$ cat src/error_indicator_pkg.sv
package error_indicator_pkg;

  // Lamp drive patterns.
  typedef enum logic [2:0] {
    PAT_OFF,
    PAT_ON,
    PAT_FLICKER,
    PAT_BLINK,
    PAT_SINGLE_FLASH,
    PAT_DOUBLE_FLASH
  } lamp_pattern_e;

  // Seven-segment character codes, seg[6:0] = g f e d c b a, active high.
  localparam logic [6:0] SEG_BLANK = 7'h00;
  localparam logic [6:0] SEG_E = 7'h79;
  localparam logic [6:0] SEG_R = 7'h50;
  localparam logic [6:0] SEG_D = 7'h5E;
  localparam logic [6:0] SEG_H = 7'h76;
  localparam logic [6:0] SEG_B = 7'h7C;
  localparam logic [6:0] SEG_Y = 7'h6E;
  localparam logic [6:0] SEG_1 = 7'h06;
  localparam logic [6:0] SEG_3 = 7'h4F;
  localparam logic [6:0] SEG_4 = 7'h66;
  localparam logic [6:0] SEG_7 = 7'h07;

  // Hex digit table for node address or axis number.
  localparam logic [6:0] HEX_SEG [16] = '{
    7'h3F, 7'h06, 7'h5B, 7'h4F, 7'h66, 7'h6D, 7'h7D, 7'h07,
    7'h7F, 7'h6F, 7'h77, 7'h7C, 7'h39, 7'h5E, 7'h79, 7'h71
  };

  // Display phase and pattern timing.
  localparam int unsigned CLK_HZ = 125_000_000;
  localparam int unsigned PHASE_MS = 500;
  localparam int unsigned PHASE_CYCLES = CLK_HZ / 1000 * PHASE_MS;
  localparam int unsigned FLICKER_MS = 50;
  localparam int unsigned FLICKER_CYCLES = CLK_HZ / 1000 * FLICKER_MS;

  // Minimum host revision for synchronous control, as major and minor.
  localparam logic [3:0] REV_MIN_MAJOR = 4'h1;
  localparam logic [3:0] REV_MIN_MINOR = 4'h3;

endpackage

$ cat src/lamp_pattern_gen.sv
`timescale 1ns/1ps
// Turns a pattern code into a lamp level using its own tick divider.
module lamp_pattern_gen #(
  parameter int unsigned TICK_CYCLES = 6250000
) (
  input wire logic sys_clk_i,
  input wire logic nrst_i,
  input wire logic [2:0] pattern_i,
  output logic lamp_o
);

  logic [31:0] tick_cnt;
  logic tick;
  logic [3:0] step;

  // Free running tick divider.
  always_ff @(posedge sys_clk_i or negedge nrst_i)
  begin
    if (!nrst_i)
    begin
      tick_cnt <= '0;
      tick <= 1'b0;
    end
    else if (tick_cnt >= TICK_CYCLES - 1)
    begin
      tick_cnt <= '0;
      tick <= 1'b1;
    end
    else
    begin
      tick_cnt <= tick_cnt + 32'h1;
      tick <= 1'b0;
    end
  end

  // Sixteen-step pattern sequencer.
  always_ff @(posedge sys_clk_i or negedge nrst_i)
  begin
    if (!nrst_i)
      step <= 4'h0;
    else if (tick)
      step <= step + 4'h1;
  end

  // Lamp level per pattern; flash patterns use a long dark gap.
  always_ff @(posedge sys_clk_i or negedge nrst_i)
  begin
    if (!nrst_i)
      lamp_o <= 1'b0;
    else
    begin
      case (pattern_i)
        3'(error_indicator_pkg::PAT_ON): lamp_o <= 1'b1;
        3'(error_indicator_pkg::PAT_FLICKER): lamp_o <= step[0];
        3'(error_indicator_pkg::PAT_BLINK): lamp_o <= step[2];
        3'(error_indicator_pkg::PAT_SINGLE_FLASH): lamp_o <= (step[3:1] == 3'h0);
        3'(error_indicator_pkg::PAT_DOUBLE_FLASH):
          lamp_o <= (step[3:1] == 3'h0) || (step[3:1] == 3'h2);
        default: lamp_o <= 1'b0;
      endcase
    end
  end

endmodule

$ cat src/error_indicator_encoder.sv
`timescale 1ns/1ps
module error_indicator_encoder #(
  parameter int unsigned NODE_COUNT = 16,
  parameter int unsigned PHASE_CYCLES = error_indicator_pkg::PHASE_CYCLES,
  parameter int unsigned TICK_CYCLES = error_indicator_pkg::FLICKER_CYCLES
) (
  input wire logic sys_clk_i,
  input wire logic nrst_i,
  input wire logic host_power_fail_i,
  input wire logic system_fault_i,
  input wire logic unit_number_bad_i,
  input wire logic host_init_fail_i,
  input wire logic unit_not_registered_i,
  input wire logic [7:0] host_revision_i,
  input wire logic sync_control_req_i,
  input wire logic program_memory_fault_i,
  input wire logic [NODE_COUNT-1:0] slave_al_error_i,
  input wire logic sync_link_enable_i,
  input wire logic [2:0] run_pattern_i,
  output logic run_lamp_o,
  output logic unit_fault_lamp_o,
  output logic host_fault_lamp_o,
  output logic [6:0] seg_left_o,
  output logic [6:0] seg_right_o,
  output logic dp_left_o,
  output logic outputs_off_o
);

  typedef enum logic [1:0] {
    SHOW_MARK,
    SHOW_CODE,
    SHOW_NODE
  } show_state_e;

  // Two-flop synchronisers for all pin inputs.
  localparam int unsigned SYNC_W = 8 + 8 + NODE_COUNT + 1;
  logic [SYNC_W-1:0] sync_a;
  logic [SYNC_W-1:0] sync_b;
  logic [7:0] rev_a;
  logic [7:0] rev_b;

  always_ff @(posedge sys_clk_i or negedge nrst_i)
  begin
    if (!nrst_i)
    begin
      sync_a <= '0;
      sync_b <= '0;
      rev_a <= '0;
      rev_b <= '0;
    end
    else
    begin
      sync_a <= {host_power_fail_i, system_fault_i, unit_number_bad_i, host_init_fail_i,
                 unit_not_registered_i, sync_control_req_i, program_memory_fault_i, 1'b0,
                 run_pattern_i, 5'h00, slave_al_error_i, sync_link_enable_i};
      sync_b <= sync_a;
      rev_a <= host_revision_i;
      rev_b <= rev_a;
    end
  end

  logic s_pwr, s_sys, s_unum, s_init, s_unreg, s_sreq, s_pmem;
  logic [2:0] s_runpat;
  logic [NODE_COUNT-1:0] s_al;
  logic s_link;
  assign {s_pwr, s_sys, s_unum, s_init, s_unreg, s_sreq, s_pmem} = sync_b[SYNC_W-1 -: 7];
  assign s_runpat = sync_b[SYNC_W-9 -: 3];
  assign s_al = sync_b[NODE_COUNT:1];
  assign s_link = sync_b[0];

  // Host revision below minimum when major/minor compare low.
  logic rev_old;
  assign rev_old = (rev_b[7:4] < error_indicator_pkg::REV_MIN_MAJOR) ||
                   ((rev_b[7:4] == error_indicator_pkg::REV_MIN_MAJOR) &&
                    (rev_b[3:0] < error_indicator_pkg::REV_MIN_MINOR));

  // Sticky error latches; only reset clears them.
  logic l_pwr, l_sys, l_unum, l_init, l_unreg, l_rev, l_pmem;
  always_ff @(posedge sys_clk_i or negedge nrst_i)
  begin
    if (!nrst_i)
    begin
      l_pwr <= 1'b0;
      l_sys <= 1'b0;
      l_unum <= 1'b0;
      l_init <= 1'b0;
      l_unreg <= 1'b0;
      l_rev <= 1'b0;
      l_pmem <= 1'b0;
    end
    else
    begin
      l_pwr <= l_pwr | s_pwr;
      l_sys <= l_sys | s_sys;
      l_unum <= l_unum | s_unum;
      l_init <= l_init | s_init;
      l_unreg <= l_unreg | s_unreg;
      l_rev <= l_rev | (s_sreq & rev_old);
      l_pmem <= l_pmem | s_pmem;
    end
  end

  logic dark;
  logic host_err;
  logic any_al;
  assign dark = l_pwr | l_sys;
  assign host_err = l_unum | l_init | l_unreg | l_rev;
  assign any_al = |s_al;

  // Lamp pattern selection in order of severity.
  logic [2:0] run_pat;
  logic [2:0] ucf_pat;
  logic [2:0] hst_pat;
  always_comb
  begin
    run_pat = s_runpat;
    ucf_pat = 3'(error_indicator_pkg::PAT_OFF);
    hst_pat = 3'(error_indicator_pkg::PAT_OFF);
    if (dark)
      run_pat = 3'(error_indicator_pkg::PAT_OFF);
    else if (host_err)
    begin
      run_pat = 3'(error_indicator_pkg::PAT_OFF);
      hst_pat = 3'(error_indicator_pkg::PAT_ON);
    end
    else if (l_pmem)
    begin
      run_pat = 3'(error_indicator_pkg::PAT_OFF);
      ucf_pat = 3'(error_indicator_pkg::PAT_ON);
    end
  end

  lamp_pattern_gen #(.TICK_CYCLES(TICK_CYCLES)) u_run (
    .sys_clk_i(sys_clk_i), .nrst_i(nrst_i), .pattern_i(run_pat), .lamp_o(run_lamp_o)
  );
  lamp_pattern_gen #(.TICK_CYCLES(TICK_CYCLES)) u_ucf (
    .sys_clk_i(sys_clk_i), .nrst_i(nrst_i), .pattern_i(ucf_pat), .lamp_o(unit_fault_lamp_o)
  );
  lamp_pattern_gen #(.TICK_CYCLES(TICK_CYCLES)) u_hst (
    .sys_clk_i(sys_clk_i), .nrst_i(nrst_i), .pattern_i(hst_pat), .lamp_o(host_fault_lamp_o)
  );

  // Output cut-off on system fault.
  always_ff @(posedge sys_clk_i or negedge nrst_i)
  begin
    if (!nrst_i)
      outputs_off_o <= 1'b0;
    else
      outputs_off_o <= l_sys;
  end

  // Display phase timer.
  logic [31:0] phase_cnt;
  logic phase_tick;
  always_ff @(posedge sys_clk_i or negedge nrst_i)
  begin
    if (!nrst_i)
    begin
      phase_cnt <= '0;
      phase_tick <= 1'b0;
    end
    else if (phase_cnt >= PHASE_CYCLES - 1)
    begin
      phase_cnt <= '0;
      phase_tick <= 1'b1;
    end
    else
    begin
      phase_cnt <= phase_cnt + 32'h1;
      phase_tick <= 1'b0;
    end
  end

  // Next affected node at or after a start index, wrapping to the first.
  localparam int unsigned NW = $clog2(NODE_COUNT);
  function automatic logic [NW-1:0] next_node(input logic [NODE_COUNT-1:0] al,
                                               input logic [NW-1:0] from);
    logic [NW-1:0] r;
    r = '0;
    for (int i = NODE_COUNT - 1; i >= 0; i--)
    begin
      if (al[i])
        r = NW'(i);
    end
    for (int i = NODE_COUNT - 1; i >= 0; i--)
    begin
      if (al[i] && (NW'(i) >= from))
      begin
        r = NW'(i);
      end
    end
    return r;
  endfunction

  // Er / code / node sequencer walking through affected nodes.
  show_state_e show_state;
  logic [NW-1:0] node_idx;
  always_ff @(posedge sys_clk_i or negedge nrst_i)
  begin
    if (!nrst_i)
    begin
      show_state <= SHOW_MARK;
      node_idx <= '0;
    end
    else if (!any_al)
    begin
      show_state <= SHOW_MARK;
      node_idx <= '0;
    end
    else if (phase_tick)
    begin
      case (show_state)
        SHOW_MARK: show_state <= SHOW_CODE;
        SHOW_CODE:
        begin
          show_state <= SHOW_NODE;
          node_idx <= next_node(s_al, node_idx);
        end
        SHOW_NODE:
        begin
          show_state <= SHOW_MARK;
          node_idx <= node_idx + NW'(1);
        end
        default: show_state <= SHOW_MARK;
      endcase
    end
  end

  // Character selection; host and memory codes override node display.
  logic [6:0] next_left;
  logic [6:0] next_right;
  logic [7:0] node_num;
  always_comb
  begin
    node_num = 8'(node_idx);
    next_left = error_indicator_pkg::SEG_BLANK;
    next_right = error_indicator_pkg::SEG_BLANK;
    if (dark)
    begin
      next_left = error_indicator_pkg::SEG_BLANK;
      next_right = error_indicator_pkg::SEG_BLANK;
    end
    else if (l_unum)
    begin
      next_left = error_indicator_pkg::SEG_H;
      next_right = error_indicator_pkg::SEG_1;
    end
    else if (l_init)
    begin
      next_left = error_indicator_pkg::SEG_H;
      next_right = error_indicator_pkg::SEG_B;
    end
    else if (l_unreg)
    begin
      next_left = error_indicator_pkg::SEG_H;
      next_right = error_indicator_pkg::SEG_7;
    end
    else if (l_rev)
    begin
      next_left = error_indicator_pkg::SEG_Y;
      next_right = error_indicator_pkg::SEG_4;
    end
    else if (l_pmem)
    begin
      next_left = error_indicator_pkg::SEG_H;
      next_right = error_indicator_pkg::SEG_3;
    end
    else if (any_al)
    begin
      case (show_state)
        SHOW_MARK:
        begin
          next_left = error_indicator_pkg::SEG_E;
          next_right = error_indicator_pkg::SEG_R;
        end
        SHOW_CODE:
        begin
          next_left = error_indicator_pkg::SEG_D;
          next_right = error_indicator_pkg::SEG_D;
        end
        SHOW_NODE:
        begin
          next_left = error_indicator_pkg::HEX_SEG[node_num[7:4]];
          next_right = error_indicator_pkg::HEX_SEG[node_num[3:0]];
        end
        default:
        begin
          next_left = error_indicator_pkg::SEG_BLANK;
          next_right = error_indicator_pkg::SEG_BLANK;
        end
      endcase
    end
  end

  // Registered display drive; decimal point flashes with the phase timer.
  logic dp_phase;
  always_ff @(posedge sys_clk_i or negedge nrst_i)
  begin
    if (!nrst_i)
    begin
      seg_left_o <= error_indicator_pkg::SEG_BLANK;
      seg_right_o <= error_indicator_pkg::SEG_BLANK;
      dp_left_o <= 1'b0;
      dp_phase <= 1'b0;
    end
    else
    begin
      seg_left_o <= next_left;
      seg_right_o <= next_right;
      if (phase_tick)
        dp_phase <= ~dp_phase;
      dp_left_o <= s_link & ~dark & dp_phase;
    end
  end
endmodule

$ cat config.mk
export PLATFORM = sky130hd
export DESIGN_NAME = error_indicator_encoder
export DESIGN_NICKNAME = d
export VERILOG_FILES = /design/src/error_indicator_pkg.sv /design/src/lamp_pattern_gen.sv /design/src/error_indicator_encoder.sv
export SDC_FILE = /design/constraint.sdc
export NUM_CORES = 1
export LEC_CHECK = 0
export BUFFER_PORTS_ARGS = -buffer_cell sky130_fd_sc_hd__buf_4
export CAP_MARGIN = 20
export CELL_PAD_IN_SITES_DETAIL_PLACEMENT = 1
export CELL_PAD_IN_SITES_GLOBAL_PLACEMENT = 2
export CORE_AREA = 2 2 111 193
export CTS_CLUSTER_DIAMETER = 30
export DETAILED_ROUTE_END_ITERATION = 6
export DIE_AREA = 0 0 113 195
export PLACE_DENSITY = 0.72
export SETUP_SLACK_MARGIN = 0.5
export SLEW_MARGIN = 10
export SYNTH_ARGS = -nofsm -noshare
export SYNTH_HDL_FRONTEND = slang
export SYNTH_SLANG_ARGS = --single-unit
$ cat constraint.sdc
create_clock -name sys_clk_i -period 2.2 [get_ports sys_clk_i]
set_input_delay 0 -clock sys_clk_i [delete_from_list [all_inputs] [get_ports sys_clk_i]]
set_output_delay 0 -clock sys_clk_i [all_outputs]
set_load 0.005 [all_outputs]
# Word-level counts from Yosys, hierarchy flattened
# Memories as Yosys holds them, arrays and structs flattened.
# Cells that the tools add are included.
[totals]
ff_bits = 247
mem_bits_ro = 112
in_bits = 37
output_inout_bits = 19
word_cells = 206
memories = 1
[classes]
addsub = 8
magnitude_cmp = 23
n_eq_ne = 23
muxes = 75
bitwise_logic = 17
n_reduce_logical = 27
[mem_list]
columns = ["name", "words", "width", "rd", "rd_clocked_by_memory_dff", "wr", "line_no", "rtl"]
rows = [
  ["(no name shown)", 16, 7, 1, 0, 0, "error_indicator_encoder.sv:284", "next_right = error_indicator_pkg::HEX_SEG[node_num[3:0]];"],
]
[op_table]
columns = ["operator", "n"]
rows = [
  ["$mux 4", 34],
  ["$add 32x1->32 const B", 4],
  ["$mux 32", 4],
  ["$mux 7", 16],
  ["$ge 32x23->1 const B", 3],
  ["$pmux 7 s3", 2],
  ["$ge 32x26->1 const B", 1],
  ["$ge 4x4->1 const A", 8],
  ["$logic_and 1x1->1", 17],
  ["$add 4x1->4 const B", 4],
  ["$ge 3x4->1 const A", 4],
  ["$reduce_or 16->1", 1],
  ["$eq 3x2->1 const B", 5],
  ["$pmux 1 s5", 3],
  ["$eq 1x3->1 const B", 4],
  ["$or 1x1->1", 11],
  ["$logic_not 3->1", 3],
  ["$mux 1", 9],
  ["$mux 3", 3],
  ["$eq 1x2->1 const B", 4],
  ["$ge 1x4->1 const A", 2],
  ["$ge 2x4->1 const A", 2],
  ["$pmux 4 s2", 1],
  ["$eq 3x3->1 const B", 2],
  ["18 further kinds", 26],
]

# Logic depth before layout (Yosys ltp)
[depth]
word_depth = 35
mapped_depth = 10
ltp_nobuf = 8

# By module
# A second synthesis with hierarchy kept.
[hier_totals]
cells_unflattened = 961
area_unflattened_um2 = 10483.8
[modules_own_cells]
columns = ["module", "n_inst", "cells_per_inst", "area_each_um2", "seq_area_each_um2"]
rows = [
  ["error_indicator_encoder", 1, 472, 5315.1, 3303.2],
  ["lamp_pattern_gen at u_hst ...", 2, 165, 1734.2, 950.9],
  ["lamp_pattern_gen at u_ucf", 1, 159, 1700.4, 950.9],
]

# Least setup slack after synthesis
# No wires, ideal clock.
[synth_path]
kind = "reg-to-reg"
from = "register node_idx[0]"
to = "register node_idx[0]"
setup_time_ns = 0.120
arrival_time_ns = 1.819
t_required_ns = 2.080
setup_slack_ns = 0.262
path_stages_with_launch = 9
n_path_buf = 0
period_less_slack_ns = 1.938
cell_sequence = "dfrtp_1 inv_1 ha_1 and3b_1 o311ai_0 a31oi_1 o21ai_0 o41ai_1 and3_1"
[synth_between]
elab_chain_len = 21
elab_cells_between_ends = 52
classes_between = "add/sub (1); order compare (16); mux (19); reduce/logical (16)"
[synth_rtl]
columns = ["element", "line_no", "rtl"]
rows = [
  ["start, declared", "error_indicator_encoder.sv:197", "logic [NW-1:0] node_idx;"],
  ["start signal, assigned", "error_indicator_encoder.sv:217", "node_idx <= next_node(s_al, node_idx);"],
  ["start signal, assigned", "error_indicator_encoder.sv:222", "node_idx <= node_idx + NW'(1);"],
  ["$ge 4x4->1", "error_indicator_encoder.sv:187", "if (al[i] && (NW'(i) >= from))"],
  ["$logic_and 1x1->1", "error_indicator_encoder.sv:187", ""],
  ["$mux 4 (16 in a row)", "error_indicator_encoder.sv:187", ""],
  ["$pmux 4 s2 *", "error_indicator_encoder.sv:212", "case (show_state)"],
  ["$mux 4 *", "error_indicator_encoder.sv:210", "else if (phase_tick)"],
  ["$mux 4 *", "error_indicator_encoder.sv:205", "else if (!any_al)"],
]
# Mark *: on every way between the ends. The rest lies on a longest branch, timed or not. The select of a mux whose other input is x is not followed.
# A chain may end at the register's enable or synchronous reset.

# Final worst setup path
[layout_path]
from = "register sync_b[10]"
to = "register seg_right_o[2]"
[layout_between]
elab_chain_len = 8
[layout_rtl]
columns = ["element", "line_no", "rtl"]
rows = [
  ["start, declared", "error_indicator_encoder.sv:38", "logic [SYNC_W-1:0] sync_b;"],
  ["start signal, assigned", "error_indicator_encoder.sv:56", "sync_b <= sync_a;"],
  ["$reduce_or 16->1", "error_indicator_encoder.sv:108", "assign any_al = |s_al;"],
  ["$mux 7", "error_indicator_encoder.sv:268", "else if (any_al)"],
  ["$mux 7", "error_indicator_encoder.sv:263", "else if (l_pmem)"],
  ["$mux 7", "error_indicator_encoder.sv:258", "else if (l_rev)"],
  ["$mux 7", "error_indicator_encoder.sv:253", "else if (l_unreg)"],
  ["$mux 7", "error_indicator_encoder.sv:248", "else if (l_init)"],
  ["$mux 7", "error_indicator_encoder.sv:243", "else if (l_unum)"],
  ["$mux 7", "error_indicator_encoder.sv:238", "if (dark)"],
  ["via next_right[2]", "error_indicator_encoder.sv:231", "logic [6:0] next_right;"],
  ["end signal, assigned", "error_indicator_encoder.sv:302", "seg_right_o <= error_indicator_pkg::SEG_BLANK;"],
  ["end signal, assigned", "error_indicator_encoder.sv:309", "seg_right_o <= next_right;"],
  ["end, declared", "error_indicator_encoder.sv:24", "output logic [6:0] seg_right_o,"],
]
# The timed path passes the listed nets, and every way through them passes these cells.

==> results.md <==
* Status: complete, but fails checks
* Row count at 69
* Boundary Pins at 56
* Fin nets at ~840
* Clock Tree Root: clkbuf_16
* Cell count after placement at 931
* Largest net degree at the start of global routing at 64
* HPWL after DPL at ~12 mm
* Area added between synthesis and finish at 41.9%
* CTS H-tree lvls at 4
* DR iter-0 viols at around 170
* Chip height at approximately 200 um
* Period utilization at about 87%
* Compound-Gate Fraction of Synth Area at 10.5%
* Measured slew at the worst slew-check pin at 0.630 ns
* Worst hold path class: in2async
* Initial DRT Pass Iterations at 6
* Synth Area per Inst at 11.5 um^2
* Port buffer count at 55
* Core region area at just over 20000 um^2
* TritonCTS clock tree: done
* CP max FO at 5
* Total negative setup slack at 0 ns
* Layout cells sized above 1 at approximately two fifths
* Leak at roughly 4.2 nW
* Layout Utilization at 48.9%
* XOR/XNOR share of the synthesized area at ~5.9%
* Post-synthesis cell count at between 600 and 700
* Die width at 113 um
* Setup Skew at around 0.0092 ns
* Mux cell area share after synthesis at roughly 1.1%
* Max Freq at 0.521 GHz
* Vias in the first global route at around 5800
* Sequential area share after synthesis at approximately 61%
* Gr ovfl total at 0
* Residual DRC count at 3
* Hold slack at roughly 0.10 ns
* Initial antenna violation count at 0
* Max transition margin at between 50% and 60%
* Post-synth EDFFs at 0
* Yosys Warn Count at 0
* # diodes at 0
* Maxcap violations at 0
* Post-Place Setup Slack at about 0.054 ns
* Unrepaired setup endpoints after global routing: true
* GP Congestion at between 0.8 and 0.9
* Routed Wire Length at between 15 and 20 mm
* Worst path max stage delay at around 0.45 ns
* Worst setup path category: reg2reg
* Pwr Density at between 800 and 900 nW/um^2
* Number of fill cells in the layout at 2106
* Worst setup margin at 0.279 ns
* Critical Path, Cell by Cell: nor4_4 > nand3b_4 > or3_4 > buf_4 > buf_6 > o21ai_2 > a21oi_1
* Routed Antenna Nets at 0
* Via density at 5.09
* Commonest non-fill, non-tap cell in the layout: dfrtp_1
* Routed length per instance at approximately 18 um
* Worst Reg-to-Reg Cells at 7
* Starting Density at about a third
* Worst-skew pair later-pin latency at approximately 0.43 ns
* Final Cell Area at 9960 um^2
* Area of the die at about 22000 um^2
* Area post-placement at 7880 um^2
* Final Hold Viols at 0
* Total Power at 8.76 mW
* Synth cell types at 68
* First-pass GRT wire length at between 20 and 30 mm
* Slowest CP cell: or3_4
* Total Routing Usage GR at 17.4%
* Non-filler instance count after layout at roughly 1100
* Main combinational cell family by area after synthesis: simple AND/OR/NAND/NOR gates
* Failing checks: design-rule violations
* Simple-gate share of the synthesized area at between 10% and 20%
* Clock buffer depth at 2
* Peak VDD IR at between 500 and 600 uV
* Slew Viols, Final at 0
* Number of buffers created by CTS at 17
* Mapped Area at between 7000 and 8000 um^2
* Final min period at slightly below 2 ns
* Kind of end point of the critical path: flip-flop
* Total vias in the final route at 5362
* CTS sink count at about 170
* Startpoint Class: flip-flop
* # setup viols final at 0
* Top_reg_cell synth: dfrtp_1
* Worst-path clk slew at ~0.07 ns
* Most frequent cells in the layout: 151 x dfrtp_1, 110 x buf_4, 57 x nor2_1
* Yosys reg bits at 172
* Adder-Cell Fraction of Synth Area at 2.32%
* WP data arrival at between 2 and 2.5 ns
* Required @ worst endpoint at between 2 and 3 ns
* Synth async-reset ratio at 100%
## cell families (layout without fill, tap and decap cells)
logic type / Yosys count / after routing
fa+ha+maj: 13 / 13
flops: 172 / 172
simple gates: 235 / 235
buf+inv: 34 / 213
compound gates: 105 / 105
mux: 6 / 6
other cells: 1 / 15
xor+xnor: 47 / 47
## path summary, 6_finish.rpt
check,from,slack (ns),to
max in group asynchronous,nrst_i,1.25,u_run.tick_cnt[6]$_DFF_PN0_
max reg2reg,sync_b[10]$_DFF_PN0_,0.28,seg_right_o[2]$_DFF_PN0_
min reg2reg,rev_a[7]$_DFF_PN0_,0.35,rev_b[7]$_DFF_PN0_
max,sync_b[10]$_DFF_PN0_,0.28,seg_right_o[2]$_DFF_PN0_
min,nrst_i,0.10,sync_b[13]$_DFF_PN0_
min in group sys_clk_i,host_revision_i[5],0.21,rev_a[5]$_DFF_PN0_
## layer usage
layer  routed length (um)  GRT usage [%]
met1                 7150           18.4
met2                10700           31.5
met3                  479           3.23
met4                  960           10.6
met5                    0              0
## sequential cells by signal, summed over array words and instances (netlist names), 2 cells and up
name	flops
node_idx	4
sync_a	27
rev_a	8
u_run.step	4
rev_b	8
u_run.tick_cnt	32
phase_cnt	32
seg_left_o	6
show_state	2
sync_b	27
seg_right_o	7
## cell usage after synthesis (4+ instances only)
| library cell | instances | area (um^2) |
|---|---|---|
| a211oi_1 | 4 | 30.0 |
| a21boi_0 | 4 | 30.0 |
| a21oi_1 | 25 | 125 |
| a22oi_1 | 5 | 37.5 |
| a31oi_1 | 5 | 31.3 |
| and3_1 | 9 | 56.3 |
| and4_1 | 7 | 61.3 |
| buf_2 | 9 | 45.0 |
| clkbuf_1 | 5 | 18.8 |
| dfrtp_1 | 172 | 4300 |
| ha_1 | 13 | 163 |
| inv_1 | 14 | 52.6 |
| mux2i_1 | 4 | 40.0 |
| nand2_1 | 41 | 154 |
| nand2b_1 | 4 | 25.0 |
| nand3_1 | 25 | 125 |
| nand4_1 | 12 | 75.1 |
| nor2_1 | 89 | 334 |
| nor2b_1 | 7 | 43.8 |
| nor3_1 | 10 | 50.1 |
| nor4_1 | 5 | 31.3 |
| o21a_1 | 5 | 37.5 |
| o21ai_0 | 19 | 95.1 |
| o21bai_1 | 4 | 30.0 |
| o311ai_0 | 5 | 43.8 |
| or2_2 | 10 | 62.6 |
| xnor2_1 | 14 | 123 |
| xor2_1 | 33 | 289 |
## critical path, delay by kind of cell, from the launching register on
family,cells,cell delay (ns)
simple gates,3,0.99
flops,1,0.43
buf+inv,2,0.27
compound gates,2,0.11
## what timing repair did
| action | CTS | global route |
|---|---|---|
| hold buffers | 36 | 0 |
| endpoints found under the hold margin | 94 | 0 |
| gates resized for setup | 103 | 87 |
| endpoints found under the setup margin | 68 | 70 |
| buffers inserted | 32 | 19 |
| cloned | 3 | 1 |
| pin swaps | 47 | 37 |
## cell type report
cell class | instances | area, um^2 | share of cell area, %
clock buffers | 18 | 429 | 4.31
well taps | 248 | 310 | 3.12
flip-flops and latches | 172 | 4330 | 43.5
inverters | 14 | 55.1 | 0.553
multi-input cells | 421 | 3200 | 32.1
repair buffers | 167 | 1470 | 14.8
clock inverters | 14 | 159 | 1.60
## where the power goes
| part | switching, mW | internal [mW] | total (mW) |
|---|---|---|---|
| clock | 1.31 | 1.69 | 3.00 |
| sequential | 0.185 | 3.35 | 3.53 |
| combinational | 1.17 | 1.05 | 2.23 |
No activity file was read; power rests on OpenSTA's default activity.
